--- src/design/err_pkg.sv ---
// shared constants and types for the drive error status logic
package err_pkg;

  // clock rate and the millisecond base for positioning timeouts
  localparam int unsigned CLK_HZ = 50_000_000;
  localparam int unsigned MS_PER_S = 1000;
  localparam int unsigned MS_CYCLES = CLK_HZ / MS_PER_S;

  // positioning timeouts in milliseconds
  localparam logic [9:0] SEEK_TMO_MS = 10'h055;
  localparam logic [9:0] RECAL_TMO_MS = 10'h1f4;
  localparam logic [9:0] OFFSET_TMO_MS = 10'h00a;

  // longest burst and widest drop spacing that ecc still corrects
  localparam logic [7:0] ECC_MAX_SPAN = 8'h0b;

  // register byte offsets on the apb bus
  localparam logic [7:0] ERR1_OFF = 8'h00;
  localparam logic [7:0] ERR2_OFF = 8'h04;
  localparam logic [7:0] ERR3_OFF = 8'h08;
  localparam logic [7:0] CTRL_OFF = 8'h0c;
  localparam logic [7:0] STAT_OFF = 8'h10;

  // first error register fields
  localparam int HDR_CMP_BIT = 0;
  localparam int HDR_CRC_BIT = 1;
  localparam int FMT_FLT_BIT = 2;
  localparam int DATA_CHK_BIT = 3;
  localparam int ECC_HARD_BIT = 4;
  localparam int DRV_TIM_BIT = 5;
  localparam int ERR1_W = 6;

  // second error register: which positioning op timed out
  localparam int TMO_SEEK_BIT = 0;
  localparam int TMO_RECAL_BIT = 1;
  localparam int TMO_OFFSET_BIT = 2;
  localparam int ERR2_W = 3;

  // third error register: seek error bits
  localparam int SEEK_INC_BIT = 0;
  localparam int OFF_CYL_BIT = 1;
  localparam int ERR3_W = 2;

  // control register fields and reset value
  localparam int CTRL_ECC_EN_BIT = 0;
  localparam int CTRL_DRIFT_BIT = 1;
  localparam int CTRL_W = 2;
  localparam logic [1:0] CTRL_RESET = 2'h3;

  // status register fields
  localparam int STAT_POS_LSB = 0;
  localparam int STAT_ONCYL_BIT = 2;
  localparam int STAT_HARD_LSB = 8;
  localparam int HARD_CNT_W = 8;

  // positioning operation codes from the drive control logic
  typedef enum logic [1:0] {OP_SEEK, OP_RECAL, OP_OFFSET, OP_RTC} pos_op_t;

  // positioner tracking states
  typedef enum logic [1:0] {POS_IDLE, POS_MOVING, POS_SETTLED} pos_state_t;

endpackage : err_pkg

--- src/design/disk_error_status.sv ---
// drive error detection, classification and apb status registers
// Operation
// - first register: header, data and timing errors
// - third register holds two seek error bits
// - burst or drop span over 11 uncorrectable
// - sector miss with crc fault sets both
// - sector match with crc fault: crc only
// - format fault with crc fault sets both
// - format fault, crc good: format only
// - read ecc mismatch sets data check
// - uncorrectable data sets data check, ecc hard
// - seek over 85 ms sets seek incomplete
// - recalibrate over 500 ms sets seek incomplete
// - offset or centerline over 10 ms too
// - drift off cylinder sets both seek bits
// - sector miss, crc good: compare only
//
// Decided for this implementation: the placing of the registers and the APB slave port.
`timescale 1ns/1ps
module disk_error_status #(
  parameter int unsigned MS_CYCLES = err_pkg::MS_CYCLES
) (
  input wire logic pclk,
  input wire logic presetn,
  input wire logic psel,
  input wire logic penable,
  input wire logic pwrite,
  input wire logic [7:0] paddr,
  input wire logic [31:0] pwdata,
  output logic [31:0] prdata,
  output logic pready,
  output logic pslverr,
  input wire logic header_valid,
  input wire logic sector_match,
  input wire logic header_crc_ok,
  input wire logic format_ok,
  input wire logic read_valid,
  input wire logic ecc_mismatch,
  input wire logic [7:0] ecc_burst_len,
  input wire logic ecc_multi_drop,
  input wire logic [7:0] ecc_drop_span,
  input wire logic timing_fault,
  input wire logic pos_start,
  input wire logic [1:0] pos_op,
  input wire logic pos_done,
  input wire logic on_cylinder,
  output logic error_summary,
  output logic pos_busy
);

  // error and control registers
  logic [err_pkg::ERR1_W-1:0] err1_r; // first error register
  logic [err_pkg::ERR2_W-1:0] err2_r; // second error register
  logic [err_pkg::ERR3_W-1:0] err3_r; // third error register
  logic [err_pkg::CTRL_W-1:0] ctrl_r; // control register
  logic [err_pkg::HARD_CNT_W-1:0] hard_cnt_r; // back-to-back hard reads
  err_pkg::pos_state_t pos_st_r; // positioner tracking state
  logic [1:0] op_r; // op in progress
  logic oncyl_meta_r; // on-cylinder pin, first stage
  logic oncyl_sync_r; // on-cylinder pin, synchronised

  // hardware set and software clear terms
  logic [err_pkg::ERR1_W-1:0] set1;
  logic [err_pkg::ERR2_W-1:0] set2;
  logic [err_pkg::ERR3_W-1:0] set3;
  logic [err_pkg::ERR1_W-1:0] clr1;
  logic [err_pkg::ERR2_W-1:0] clr2;
  logic [err_pkg::ERR3_W-1:0] clr3;
  logic wr_done; // write completes this edge
  logic rd_take; // read data captured this edge
  logic uncorrectable; // data error beyond ecc reach
  logic tmo_expired; // positioning timeout pulse
  logic drift; // positioner left cylinder after settling
  logic [9:0] limit_ms; // timeout for the starting op
  logic [31:0] rd_mux; // read data before capture
  logic rd_hit; // address is mapped
  logic [1:0] pos_code; // state as status bits

  // on-cylinder pin crosses in through two flops
  always_ff @(posedge pclk or negedge presetn)
  begin
    if (!presetn)
    begin
      oncyl_meta_r <= 1'b0;
      oncyl_sync_r <= 1'b0;
    end
    else
    begin
      oncyl_meta_r <= on_cylinder;
      oncyl_sync_r <= oncyl_meta_r;
    end
  end

  // apb phases: one wait state, write lands on the ready edge
  assign rd_take = psel && penable && !pready;
  assign wr_done = psel && penable && pready && pwrite;

  // write-one-to-clear masks for the error registers
  always_comb
  begin
    clr1 = '0;
    clr2 = '0;
    clr3 = '0;
    if (wr_done && paddr == err_pkg::ERR1_OFF)
      clr1 = pwdata[err_pkg::ERR1_W-1:0];
    if (wr_done && paddr == err_pkg::ERR2_OFF)
      clr2 = pwdata[err_pkg::ERR2_W-1:0];
    if (wr_done && paddr == err_pkg::ERR3_OFF)
      clr3 = pwdata[err_pkg::ERR3_W-1:0];
  end

  // ecc reach: long burst or widely spaced drops
  assign uncorrectable = ecc_mismatch
    && ctrl_r[err_pkg::CTRL_ECC_EN_BIT]
    && ((ecc_burst_len > err_pkg::ECC_MAX_SPAN)
        || (ecc_multi_drop
            && ecc_drop_span > err_pkg::ECC_MAX_SPAN));

  // drift only counts once the positioner has settled
  assign drift = pos_st_r == err_pkg::POS_SETTLED && !oncyl_sync_r
    && ctrl_r[err_pkg::CTRL_DRIFT_BIT] && !pos_start;

  // classify header, data and timing faults into the first register
  always_comb
  begin
    set1 = '0;
    if (header_valid)
    begin
      set1[err_pkg::HDR_CMP_BIT] = !sector_match;
      set1[err_pkg::HDR_CRC_BIT] = !header_crc_ok;
      set1[err_pkg::FMT_FLT_BIT] = !format_ok;
    end
    if (read_valid)
    begin
      set1[err_pkg::DATA_CHK_BIT] = ecc_mismatch;
      set1[err_pkg::ECC_HARD_BIT] = uncorrectable;
    end
    set1[err_pkg::DRV_TIM_BIT] = timing_fault;
  end

  // drive condition errors: timeout cause and seek bits
  always_comb
  begin
    set2 = '0;
    set3 = '0;
    if (tmo_expired)
    begin
      set2[err_pkg::TMO_SEEK_BIT] = op_r == err_pkg::OP_SEEK;
      set2[err_pkg::TMO_RECAL_BIT] = op_r == err_pkg::OP_RECAL;
      set2[err_pkg::TMO_OFFSET_BIT] = op_r[1];
      set3[err_pkg::SEEK_INC_BIT] = 1'b1;
    end
    if (drift)
    begin
      set3[err_pkg::SEEK_INC_BIT] = 1'b1;
      set3[err_pkg::OFF_CYL_BIT] = 1'b1;
    end
  end

  // sticky flags: set beats a clear in the same cycle
  always_ff @(posedge pclk or negedge presetn)
  begin
    if (!presetn)
    begin
      err1_r <= '0;
      err2_r <= '0;
      err3_r <= '0;
    end
    else
    begin
      err1_r <= (err1_r & ~clr1) | set1;
      err2_r <= (err2_r & ~clr2) | set2;
      err3_r <= (err3_r & ~clr3) | set3;
    end
  end

  // control register steers ecc grading and drift watch
  always_ff @(posedge pclk or negedge presetn)
  begin
    if (!presetn)
      ctrl_r <= err_pkg::CTRL_RESET;
    else if (wr_done && paddr == err_pkg::CTRL_OFF)
      ctrl_r <= pwdata[err_pkg::CTRL_W-1:0];
  end

  // count consecutive uncorrectable reads, good read restarts it
  always_ff @(posedge pclk or negedge presetn)
  begin
    if (!presetn)
      hard_cnt_r <= '0;
    else if (read_valid && !uncorrectable)
      hard_cnt_r <= '0;
    else if (read_valid && hard_cnt_r != '1)
      hard_cnt_r <= hard_cnt_r + 8'h01;
  end

  // timeout chosen by the kind of positioning op
  always_comb
  begin
    case (pos_op)
      err_pkg::OP_SEEK: limit_ms = err_pkg::SEEK_TMO_MS;
      err_pkg::OP_RECAL: limit_ms = err_pkg::RECAL_TMO_MS;
      default: limit_ms = err_pkg::OFFSET_TMO_MS;
    endcase
  end

  // millisecond timer for the op in flight
  pos_timer #(
    .MS_CYCLES(MS_CYCLES)
  ) u_timer (
    .pclk(pclk),
    .presetn(presetn),
    .start(pos_start),
    .limit_ms(limit_ms),
    .stop(pos_done),
    .expired(tmo_expired)
  );

  // positioner tracking: moving, settled, or idle after a fault
  always_ff @(posedge pclk or negedge presetn)
  begin
    if (!presetn)
    begin
      pos_st_r <= err_pkg::POS_IDLE;
      op_r <= 2'h0;
    end
    else if (pos_start)
    begin
      pos_st_r <= err_pkg::POS_MOVING;
      op_r <= pos_op;
    end
    else
    begin
      case (pos_st_r)
        err_pkg::POS_MOVING:
          if (tmo_expired)
            pos_st_r <= err_pkg::POS_IDLE;
          else if (pos_done)
            pos_st_r <= err_pkg::POS_SETTLED;
        err_pkg::POS_SETTLED:
          if (drift)
            pos_st_r <= err_pkg::POS_IDLE;
        default:
          pos_st_r <= err_pkg::POS_IDLE;
      endcase
    end
  end

  // state as two status bits
  always_comb
  begin
    case (pos_st_r)
      err_pkg::POS_MOVING: pos_code = 2'h1;
      err_pkg::POS_SETTLED: pos_code = 2'h2;
      default: pos_code = 2'h0;
    endcase
  end

  // read decode; unmapped addresses answer zero with an error
  always_comb
  begin
    rd_mux = 32'h0;
    rd_hit = 1'b1;
    case (paddr)
      err_pkg::ERR1_OFF: rd_mux[err_pkg::ERR1_W-1:0] = err1_r;
      err_pkg::ERR2_OFF: rd_mux[err_pkg::ERR2_W-1:0] = err2_r;
      err_pkg::ERR3_OFF: rd_mux[err_pkg::ERR3_W-1:0] = err3_r;
      err_pkg::CTRL_OFF: rd_mux[err_pkg::CTRL_W-1:0] = ctrl_r;
      err_pkg::STAT_OFF:
      begin
        rd_mux[err_pkg::STAT_POS_LSB +: 2] = pos_code;
        rd_mux[err_pkg::STAT_ONCYL_BIT] = oncyl_sync_r;
        rd_mux[err_pkg::STAT_HARD_LSB +: err_pkg::HARD_CNT_W] = hard_cnt_r;
      end
      default: rd_hit = 1'b0;
    endcase
  end

  // apb answer flops
  always_ff @(posedge pclk or negedge presetn)
  begin
    if (!presetn)
    begin
      pready <= 1'b0;
      prdata <= 32'h0;
      pslverr <= 1'b0;
    end
    else
    begin
      pready <= rd_take;
      if (rd_take)
      begin
        prdata <= pwrite ? 32'h0 : rd_mux;
        pslverr <= !rd_hit;
      end
      else
        pslverr <= 1'b0;
    end
  end

  // summary and busy outputs
  always_ff @(posedge pclk or negedge presetn)
  begin
    if (!presetn)
    begin
      error_summary <= 1'b0;
      pos_busy <= 1'b0;
    end
    else
    begin
      error_summary <= |{set1, set2, set3, err1_r & ~clr1,
                         err2_r & ~clr2, err3_r & ~clr3};
      pos_busy <= pos_start
        || (pos_st_r == err_pkg::POS_MOVING && !pos_done && !tmo_expired);
    end
  end

  // helper: cycles since the op started
  logic [31:0] move_cyc_r;
  logic [31:0] lim_cyc_r;
  always_ff @(posedge pclk or negedge presetn)
  begin
    if (!presetn)
    begin
      move_cyc_r <= 32'h0;
      lim_cyc_r <= 32'h0;
    end
    else if (pos_start)
    begin
      move_cyc_r <= 32'h0;
      lim_cyc_r <= 32'(limit_ms) * 32'(MS_CYCLES);
    end
    else
      move_cyc_r <= move_cyc_r + 32'h1;
  end
endmodule : disk_error_status

--- src/design/pos_timer.sv ---
// millisecond timeout timer for positioning operations
`timescale 1ns/1ps
module pos_timer #(
  parameter int unsigned MS_CYCLES = err_pkg::MS_CYCLES
) (
  input wire logic pclk,
  input wire logic presetn,
  input wire logic start,
  input wire logic [9:0] limit_ms,
  input wire logic stop,
  output logic expired
);

  // a zero-length millisecond cannot be counted
  if (MS_CYCLES < 2)
  begin : g_bad_ms
    $error("pos_timer: MS_CYCLES must be at least 2");
  end

  logic busy_r; // timer running
  logic [31:0] ms_cnt_r; // cycles within the current millisecond
  logic [9:0] elapsed_r; // whole milliseconds elapsed
  logic [9:0] limit_r; // captured limit
  logic tick; // last cycle of a millisecond

  assign tick = busy_r && (ms_cnt_r == 32'(MS_CYCLES - 1));

  // run state: start restarts, stop or expiry ends it
  always_ff @(posedge pclk or negedge presetn)
  begin
    if (!presetn)
      busy_r <= 1'b0;
    else if (start)
      busy_r <= 1'b1;
    else if (stop || expired)
      busy_r <= 1'b0;
  end

  // millisecond divider and elapsed count
  always_ff @(posedge pclk or negedge presetn)
  begin
    if (!presetn)
    begin
      ms_cnt_r <= 32'h0;
      elapsed_r <= 10'h000;
      limit_r <= 10'h000;
    end
    else if (start)
    begin
      ms_cnt_r <= 32'h0;
      elapsed_r <= 10'h000;
      limit_r <= limit_ms;
    end
    else if (tick)
    begin
      ms_cnt_r <= 32'h0;
      elapsed_r <= elapsed_r + 10'h001;
    end
    else if (busy_r)
      ms_cnt_r <= ms_cnt_r + 32'h1;
  end

  // one-cycle expiry pulse when the limit is fully used up
  always_ff @(posedge pclk or negedge presetn)
  begin
    if (!presetn)
      expired <= 1'b0;
    else
      expired <= tick && !start && !stop && !expired
                 && (elapsed_r + 10'h001 == limit_r);
  end

endmodule : pos_timer

--- config.mk ---
export PLATFORM = sky130hd
export DESIGN_NAME = disk_error_status
export DESIGN_NICKNAME = d
export VERILOG_FILES = /design/src/design/err_pkg.sv /design/src/design/disk_error_status.sv /design/src/design/pos_timer.sv
export SDC_FILE = /design/constraint.sdc
export NUM_CORES = 1
export LEC_CHECK = 0
export BUFFER_PORTS_ARGS = -buffer_cell sky130_fd_sc_hd__buf_2
export CAP_MARGIN = 15
export CORE_MARGIN = 2
export CORE_UTILIZATION = 50
export CTS_BUF_LIST = sky130_fd_sc_hd__clkbuf_8
export DETAILED_ROUTE_END_ITERATION = 10
export PLACE_DENSITY = 0.74
export SLEW_MARGIN = 20
export SYNTH_ARGS = -nofsm -noshare
export SYNTH_HDL_FRONTEND = slang
export SYNTH_HIERARCHICAL = 1
export SYNTH_SLANG_ARGS = --single-unit
--- constraint.sdc ---
create_clock -name pclk -period 5.4 [get_ports pclk]
set_input_delay 0.54 -clock pclk [delete_from_list [all_inputs] [get_ports pclk]]
set_output_delay 0.54 -clock pclk [all_outputs]
set_load 0.01 [all_outputs]
# [Word-level counts from Yosys, hierarchy flattened]
# Index checks and enable logic that the tools add are counted.
# Widths: inputs -> output; s select.
[op_classes] n_bitwise=9 div=0 muxes=31 mul=0 order_cmp=2 n_addsub=3 shift=0 n_reduce_logical=46 eq_ne=13
[ops] cell="$mux 32" n=3
[ops] cell="$add 32x1->32 const B" n=1
[ops] cell="$eq 32x16->1 const B" n=1
[ops] cell="$mux 8" n=3
[ops] cell="$logic_and 1x1->1" n=23
[ops] cell="$reduce_or 22->1" n=1
[ops] cell="$mux 10" n=2
[ops] cell="$pmux 9 s2" n=1
[ops] cell="$eq 8x4->1 const B" n=2
[ops] cell="$gt 8x4->1 const B" n=2
[ops] cell="$mux 16" n=1
[ops] cell="$mux 2" n=7
[ops] cell="$mux 3" n=4
[ops] cell="$add 10x1->10 const B" n=1
[ops] cell="$eq 10x10->1" n=1
[ops] cell="$logic_not 1->1" n=10
[ops] cell="$pmux 2 s5" n=1
[ops] cell="$add 8x1->8 const B" n=1
[ops] cell="$eq 8x3->1 const B" n=1
[ops] cell="$eq 8x5->1 const B" n=1
[ops] cell="$logic_not 8->1" n=1
[ops] cell="$ne 8x8->1 const B" n=1
[ops] cell="$pmux 2 s2" n=2
[ops] cell="$and 6x6->6" n=1
[ops] cell="other kinds (21)" n=32
[word_totals] ff_bits=117 mem_bits_rw=0 inputBits=74 elab_cells=123 n_memories=0 latch_bits=0 output_inout_bits=36 mem_bits_ro=0

# [Logic depth before layout (Yosys ltp)]
[depth] word_depth=8 depth_mapped=8 depth_no_buf=6

# [By module]
# Netlist, hierarchy kept.
[by_module_without_submodules] module="pos_timer" cells_each=309 n_inst=1 seq_area_each_um2=1351.3 area_per_inst_um2=2922.8
[by_module_without_submodules] module="disk_error_status" cells_each=219 n_inst=1 seq_area_each_um2=1128.6 area_per_inst_um2=2239.6

# [Worst setup path after synthesis]
# Ideal clock, no wire load.
[synth_timing] kind="in2reg" start="input port paddr[5]" end="register error_summary" required_ns=5.262 setup_ns=0.138 path_slack_ns=2.274 path_buffers=1 arrival_ns=2.988 path_stages=6 cell_sequence="or4_4 buf_6 or4_4 a221o_1 or4_1 or4_1"
[synth_via] elab_chain_len=6 word_cells_on_any_way=16 classes_between="2 x eq/ne; 3 x mux; 6 x bitwise; 5 x reduce/logical"
[synth_lines] element="start: declaration" line_no="disk_error_status.sv:28" text="input wire logic [7:0] paddr,"
[synth_lines] element="$eq 8x3->1 (tied with other cells)" line_no="disk_error_status.sv:106" text="if (wr_done && paddr == err_pkg::ERR2_OFF)"
[synth_lines] element="$logic_and 1x1->1, on equally long branches" line_no="disk_error_status.sv:106, disk_error_status.sv:104, disk_error_status.sv:108"
[synth_lines] element="$mux 3 (tied with other cells)" line_no="disk_error_status.sv:106"
[synth_lines] element="$not 3->3 (tied with other cells)" line_no="disk_error_status.sv:312" text="err2_r & ~clr2, err3_r & ~clr3};"
[synth_lines] element="$and 3x3->3 (tied with other cells)" line_no="disk_error_status.sv:312"
[synth_lines] element="$reduce_or 22->1 (*)" line_no="disk_error_status.sv:311" text="error_summary <= |{set1, set2, set3, err1_r & ~clr1,"
[synth_lines] element="end signal: assignment" line_no="disk_error_status.sv:311"
[synth_lines] element="end: declaration" line_no="disk_error_status.sv:47" text="output logic error_summary,"
# Every way passes the cells marked *; elsewhere a longest branch is shown, timed or not.
# A chain may end at the register's enable or synchronous reset.

# [Worst setup path after layout]
[layout_timing] start="register u_timer.ms_cnt_r[25]" end="register u_timer.ms_cnt_r[28]"
[layout_via] elab_chain_len=4 word_cells_on_any_way=7 classes_between="1 x add/sub; 1 x eq/ne; 3 x mux; 2 x reduce/logical"
[layout_lines] element="start: declaration" line_no="pos_timer.sv:21" text="logic [31:0] ms_cnt_r;"
[layout_lines] element="start signal: assignment" line_no="pos_timer.sv:60" text="ms_cnt_r <= ms_cnt_r + 32'h1;"
[layout_lines] element="$add 32x1->32 or $eq 32x16->1 (tied branches)" line_no="pos_timer.sv:60, pos_timer.sv:26"
[layout_lines] element="$mux 32 or $logic_and 1x1->1 (tied branches)" line_no="pos_timer.sv:59, pos_timer.sv:26"
[layout_lines] element="$mux 32" line_no="pos_timer.sv:54" text="else if (tick)"
[layout_lines] element="$mux 32" line_no="pos_timer.sv:48" text="else if (start)"
# Parallel ways exist; a longest one is shown, timed or not. The select of a mux whose other input is x is not followed.

==> results.sh <==
export IMPL_status="finished, final reports clean"
export IMPL_grt_pass1_vias=3895
export IMPL_ant_nets=0
export IMPL_n_antenna_cell=0
export IMPL_drive_gt1_share_pct=18.0
export IMPL_fill_cells=889
export IMPL_firstDrtPassIters=5
export IMPL_crit_type="flop to flop"
export IMPL_min_period_ps=2990
export IMPL_async_flop_share_pct=100
export IMPL_insertion_delay_ps=370
export IMPL_irDropWorstVdd_mv=0.109
export IMPL_period_share_pct=55.4
export IMPL_portBuffers=61
export IMPL_num_vias=4084
export IMPL_yosys_area_top_type="dfrtp_1"
export IMPL_regToRegSetupSlack_ps=2410
export IMPL_ios=110
export IMPL_final_cells=724
export IMPL_drt_iter0_drc=295
export IMPL_synthTopCellsByArea="dfrtp_1 (47%), xnor2_1 (4.4%), nor2_1 (4.1%)"
export IMPL_start_util_pct=50.7
export IMPL_netlist_instances=528
export IMPL_grt_max_degree=78
export IMPL_clock_fmax_ghz=0.335
export IMPL_path_cells="nor4_1 > nand4_1 > or3_1 > nand2_1 > o31ai_1"
export IMPL_cp_max_fo=30
export IMPL_path_buf_inv=0
export IMPL_synth_seq_cells=99
export IMPL_clockBufferDepth=2
export IMPL_row_count=37
export IMPL_finalHoldViolCount=0
export IMPL_ys_flop_type="dfrtp_1"
export IMPL_p_leak_nw=2.49
export IMPL_netlist_area_sq_um=5160
export IMPL_cp_data_arrival_time_ps=3210
export IMPL_required_ps=5620
export IMPL_cts_inserted_buffers=9
export IMPL_place_inst=708
export IMPL_dieArea_sq_um=11200
export IMPL_startpoint_type="flop"
export IMPL_fin_area_sq_um=5710
export IMPL_slowest_delay_ps=870
export IMPL_hold_class="primary input to async pin"
export IMPL_post_cts_setup_buffers=0
export IMPL_rsz0062_at_grt="no"
export IMPL_viasPerCell=5.64
export IMPL_maxCapViolCount=0
export IMPL_clock_sinks=99
export IMPL_synth_edf_count=0
export IMPL_critPathLaunch="u_timer/ms_cnt_r[25]"
export IMPL_reg2reg_depth=5
export IMPL_synth_seq_area_share_pct=48.0
export IMPL_end_kind="flop"
export IMPL_htree_levels=3
export IMPL_drv_slew=0
export IMPL_gp_congestion=0.856
export IMPL_cp_depth=5
export IMPL_wire_per_inst_microns=14.8
export IMPL_worst_clock_skew_ps=12.6
export IMPL_power_density_nw_per_um2=239
export IMPL_holdWs_ps=41.3
export IMPL_r2r_end="u_timer/ms_cnt_r[28]"
export IMPL_most_common_layout_cells="dfrtp_1 (97), buf_2 (60), nor2_1 (57)"
export IMPL_chipHeight_microns=106
export IMPL_slowest_stage="nand2_1"
export IMPL_grt_total_usage_pct=20.2
export IMPL_path_clk_slew_ps=90
export IMPL_synth_top_cell_area_share_pct=47.0
export IMPL_design_core_area_sq_um=10200
export IMPL_nNetsFinal=660
export IMPL_finalPower_w=0.00137
export IMPL_grt_remaining_overflow=0
export IMPL_dp_final_hpwl_microns=7610
export IMPL_grt_pass1_wl_microns=18200
export IMPL_die_x_microns=106
export IMPL_place_area_sq_um=5500
export IMPL_drcViolationCount=0
export IMPL_worst_pin_slew_ps=1020
export IMPL_avgSynthCellArea_sq_um=9.78
export IMPL_slew_headroom_pct=31.8
export IMPL_final_common_cell="dfrtp_1"
export IMPL_fin_setup_tns_ps=0
export IMPL_cts_hold_buf=0
export IMPL_yosysWarnings=6
export IMPL_cp_endpoint="u_timer/ms_cnt_r[28]"
export IMPL_path_delay_family="simple AND/OR/NAND/NOR gates"
export IMPL_antenna_found_initial=0
export IMPL_cts_resized=0
export IMPL_finalWirelength_microns=10700
export IMPL_reg2reg_from="u_timer/ms_cnt_r[25]"
export IMPL_synth_distinct_cells=63
export IMPL_cts_tree="built"
export IMPL_setup_viol=0
export IMPL_cts_root_buf="clkbuf_8"
export IMPL_area_growth_pct=10.7
metrics by stage:
stage / setup slack, ps / utilization [%]
4_1_cts: 2460 / 56.0
5_1_grt: 2230 / 56.1
2_1_floorplan: 2270 / -
6_report: 2410 / 56.1
3_5_place_dp: 2080 / 54.0
3_3_place_gp: 2090 / 54.0
routing by layer:
layer	routed length [microns]	global-route usage, %	part of all wire [%]	up-vias
met5	0	0	0	-
li1	-	-	-	1959
met2	5010	31.7	47	130
met3	594	3.83	5.5	17
met1	4910	27.9	46	1978
met4	227	7.89	2.1	0
how the worst min path moves through the flow:
stage                  from                   to
3_3_place_gp   oncyl_meta_r         oncyl_sync_r
4_1_cts             presetn  u_timer/ms_cnt_r[9]
2_1_floorplan       presetn            err1_r[0]
5_1_grt             presetn            err1_r[0]
6_report            presetn            err1_r[2]
3_5_place_dp   oncyl_meta_r         oncyl_sync_r
registers in the layout, indices dropped and copies added (netlist names), 2 cells and up:
register	cells
u_timer/ms_cnt_r	32
prdata	14
u_timer/elapsed_r	10
u_timer/limit_r	10
hard_cnt_r	8
err1_r	6
err2_r	3
ctrl_r	2
err3_r	2
op_r	2
pos_st_r	2
report_power, final:
part | internal [W] | leakage, nW | switching (W)
clock | 0.000237 | 0.110 | 0.000249
sequential | 0.000757 | 1.29 | 0.0000150
combinational | 0.0000422 | 1.09 | 0.0000668
layout make-up:
class,count,area [sq um],share of cell area (%)
multi-input cells,393,2470,43.2
well taps,136,170,2.98
repair buffers,64,330,5.78
clock buffers,11,151,2.65
flip-flops and latches,99,2480,43.4
clock inverters,5,52.6,0.920
inverters,16,60.1,1.05
cell families (layout without fill, tap and decap cells):
family          after synthesis  in the layout  synth area share [%]
compound gates               74             74                  10.2
xor+xnor                     47             47                  7.97
fa+ha+maj                     3              3                 0.727
buf+inv                      54             96                  5.57
flops                        99             99                  48.0
mux                          18             18                  3.85
other cells                   1             19                0.0726
simple gates                232            232                  23.6
synthesized netlist by cell type, drive strengths merged (9+ instances only):
master  count
a21oi      13
a22o       10
buf        22
clkbuf     16
dfrtp      97
inv        16
mux2       15
nand2      46
nand3      21
nand4      19
nor2       57
nor3       12
nor4       15
o21ai      15
or3        10
or4         9
xnor2      26
xor2       21
(Power assumes the default switching activity.)
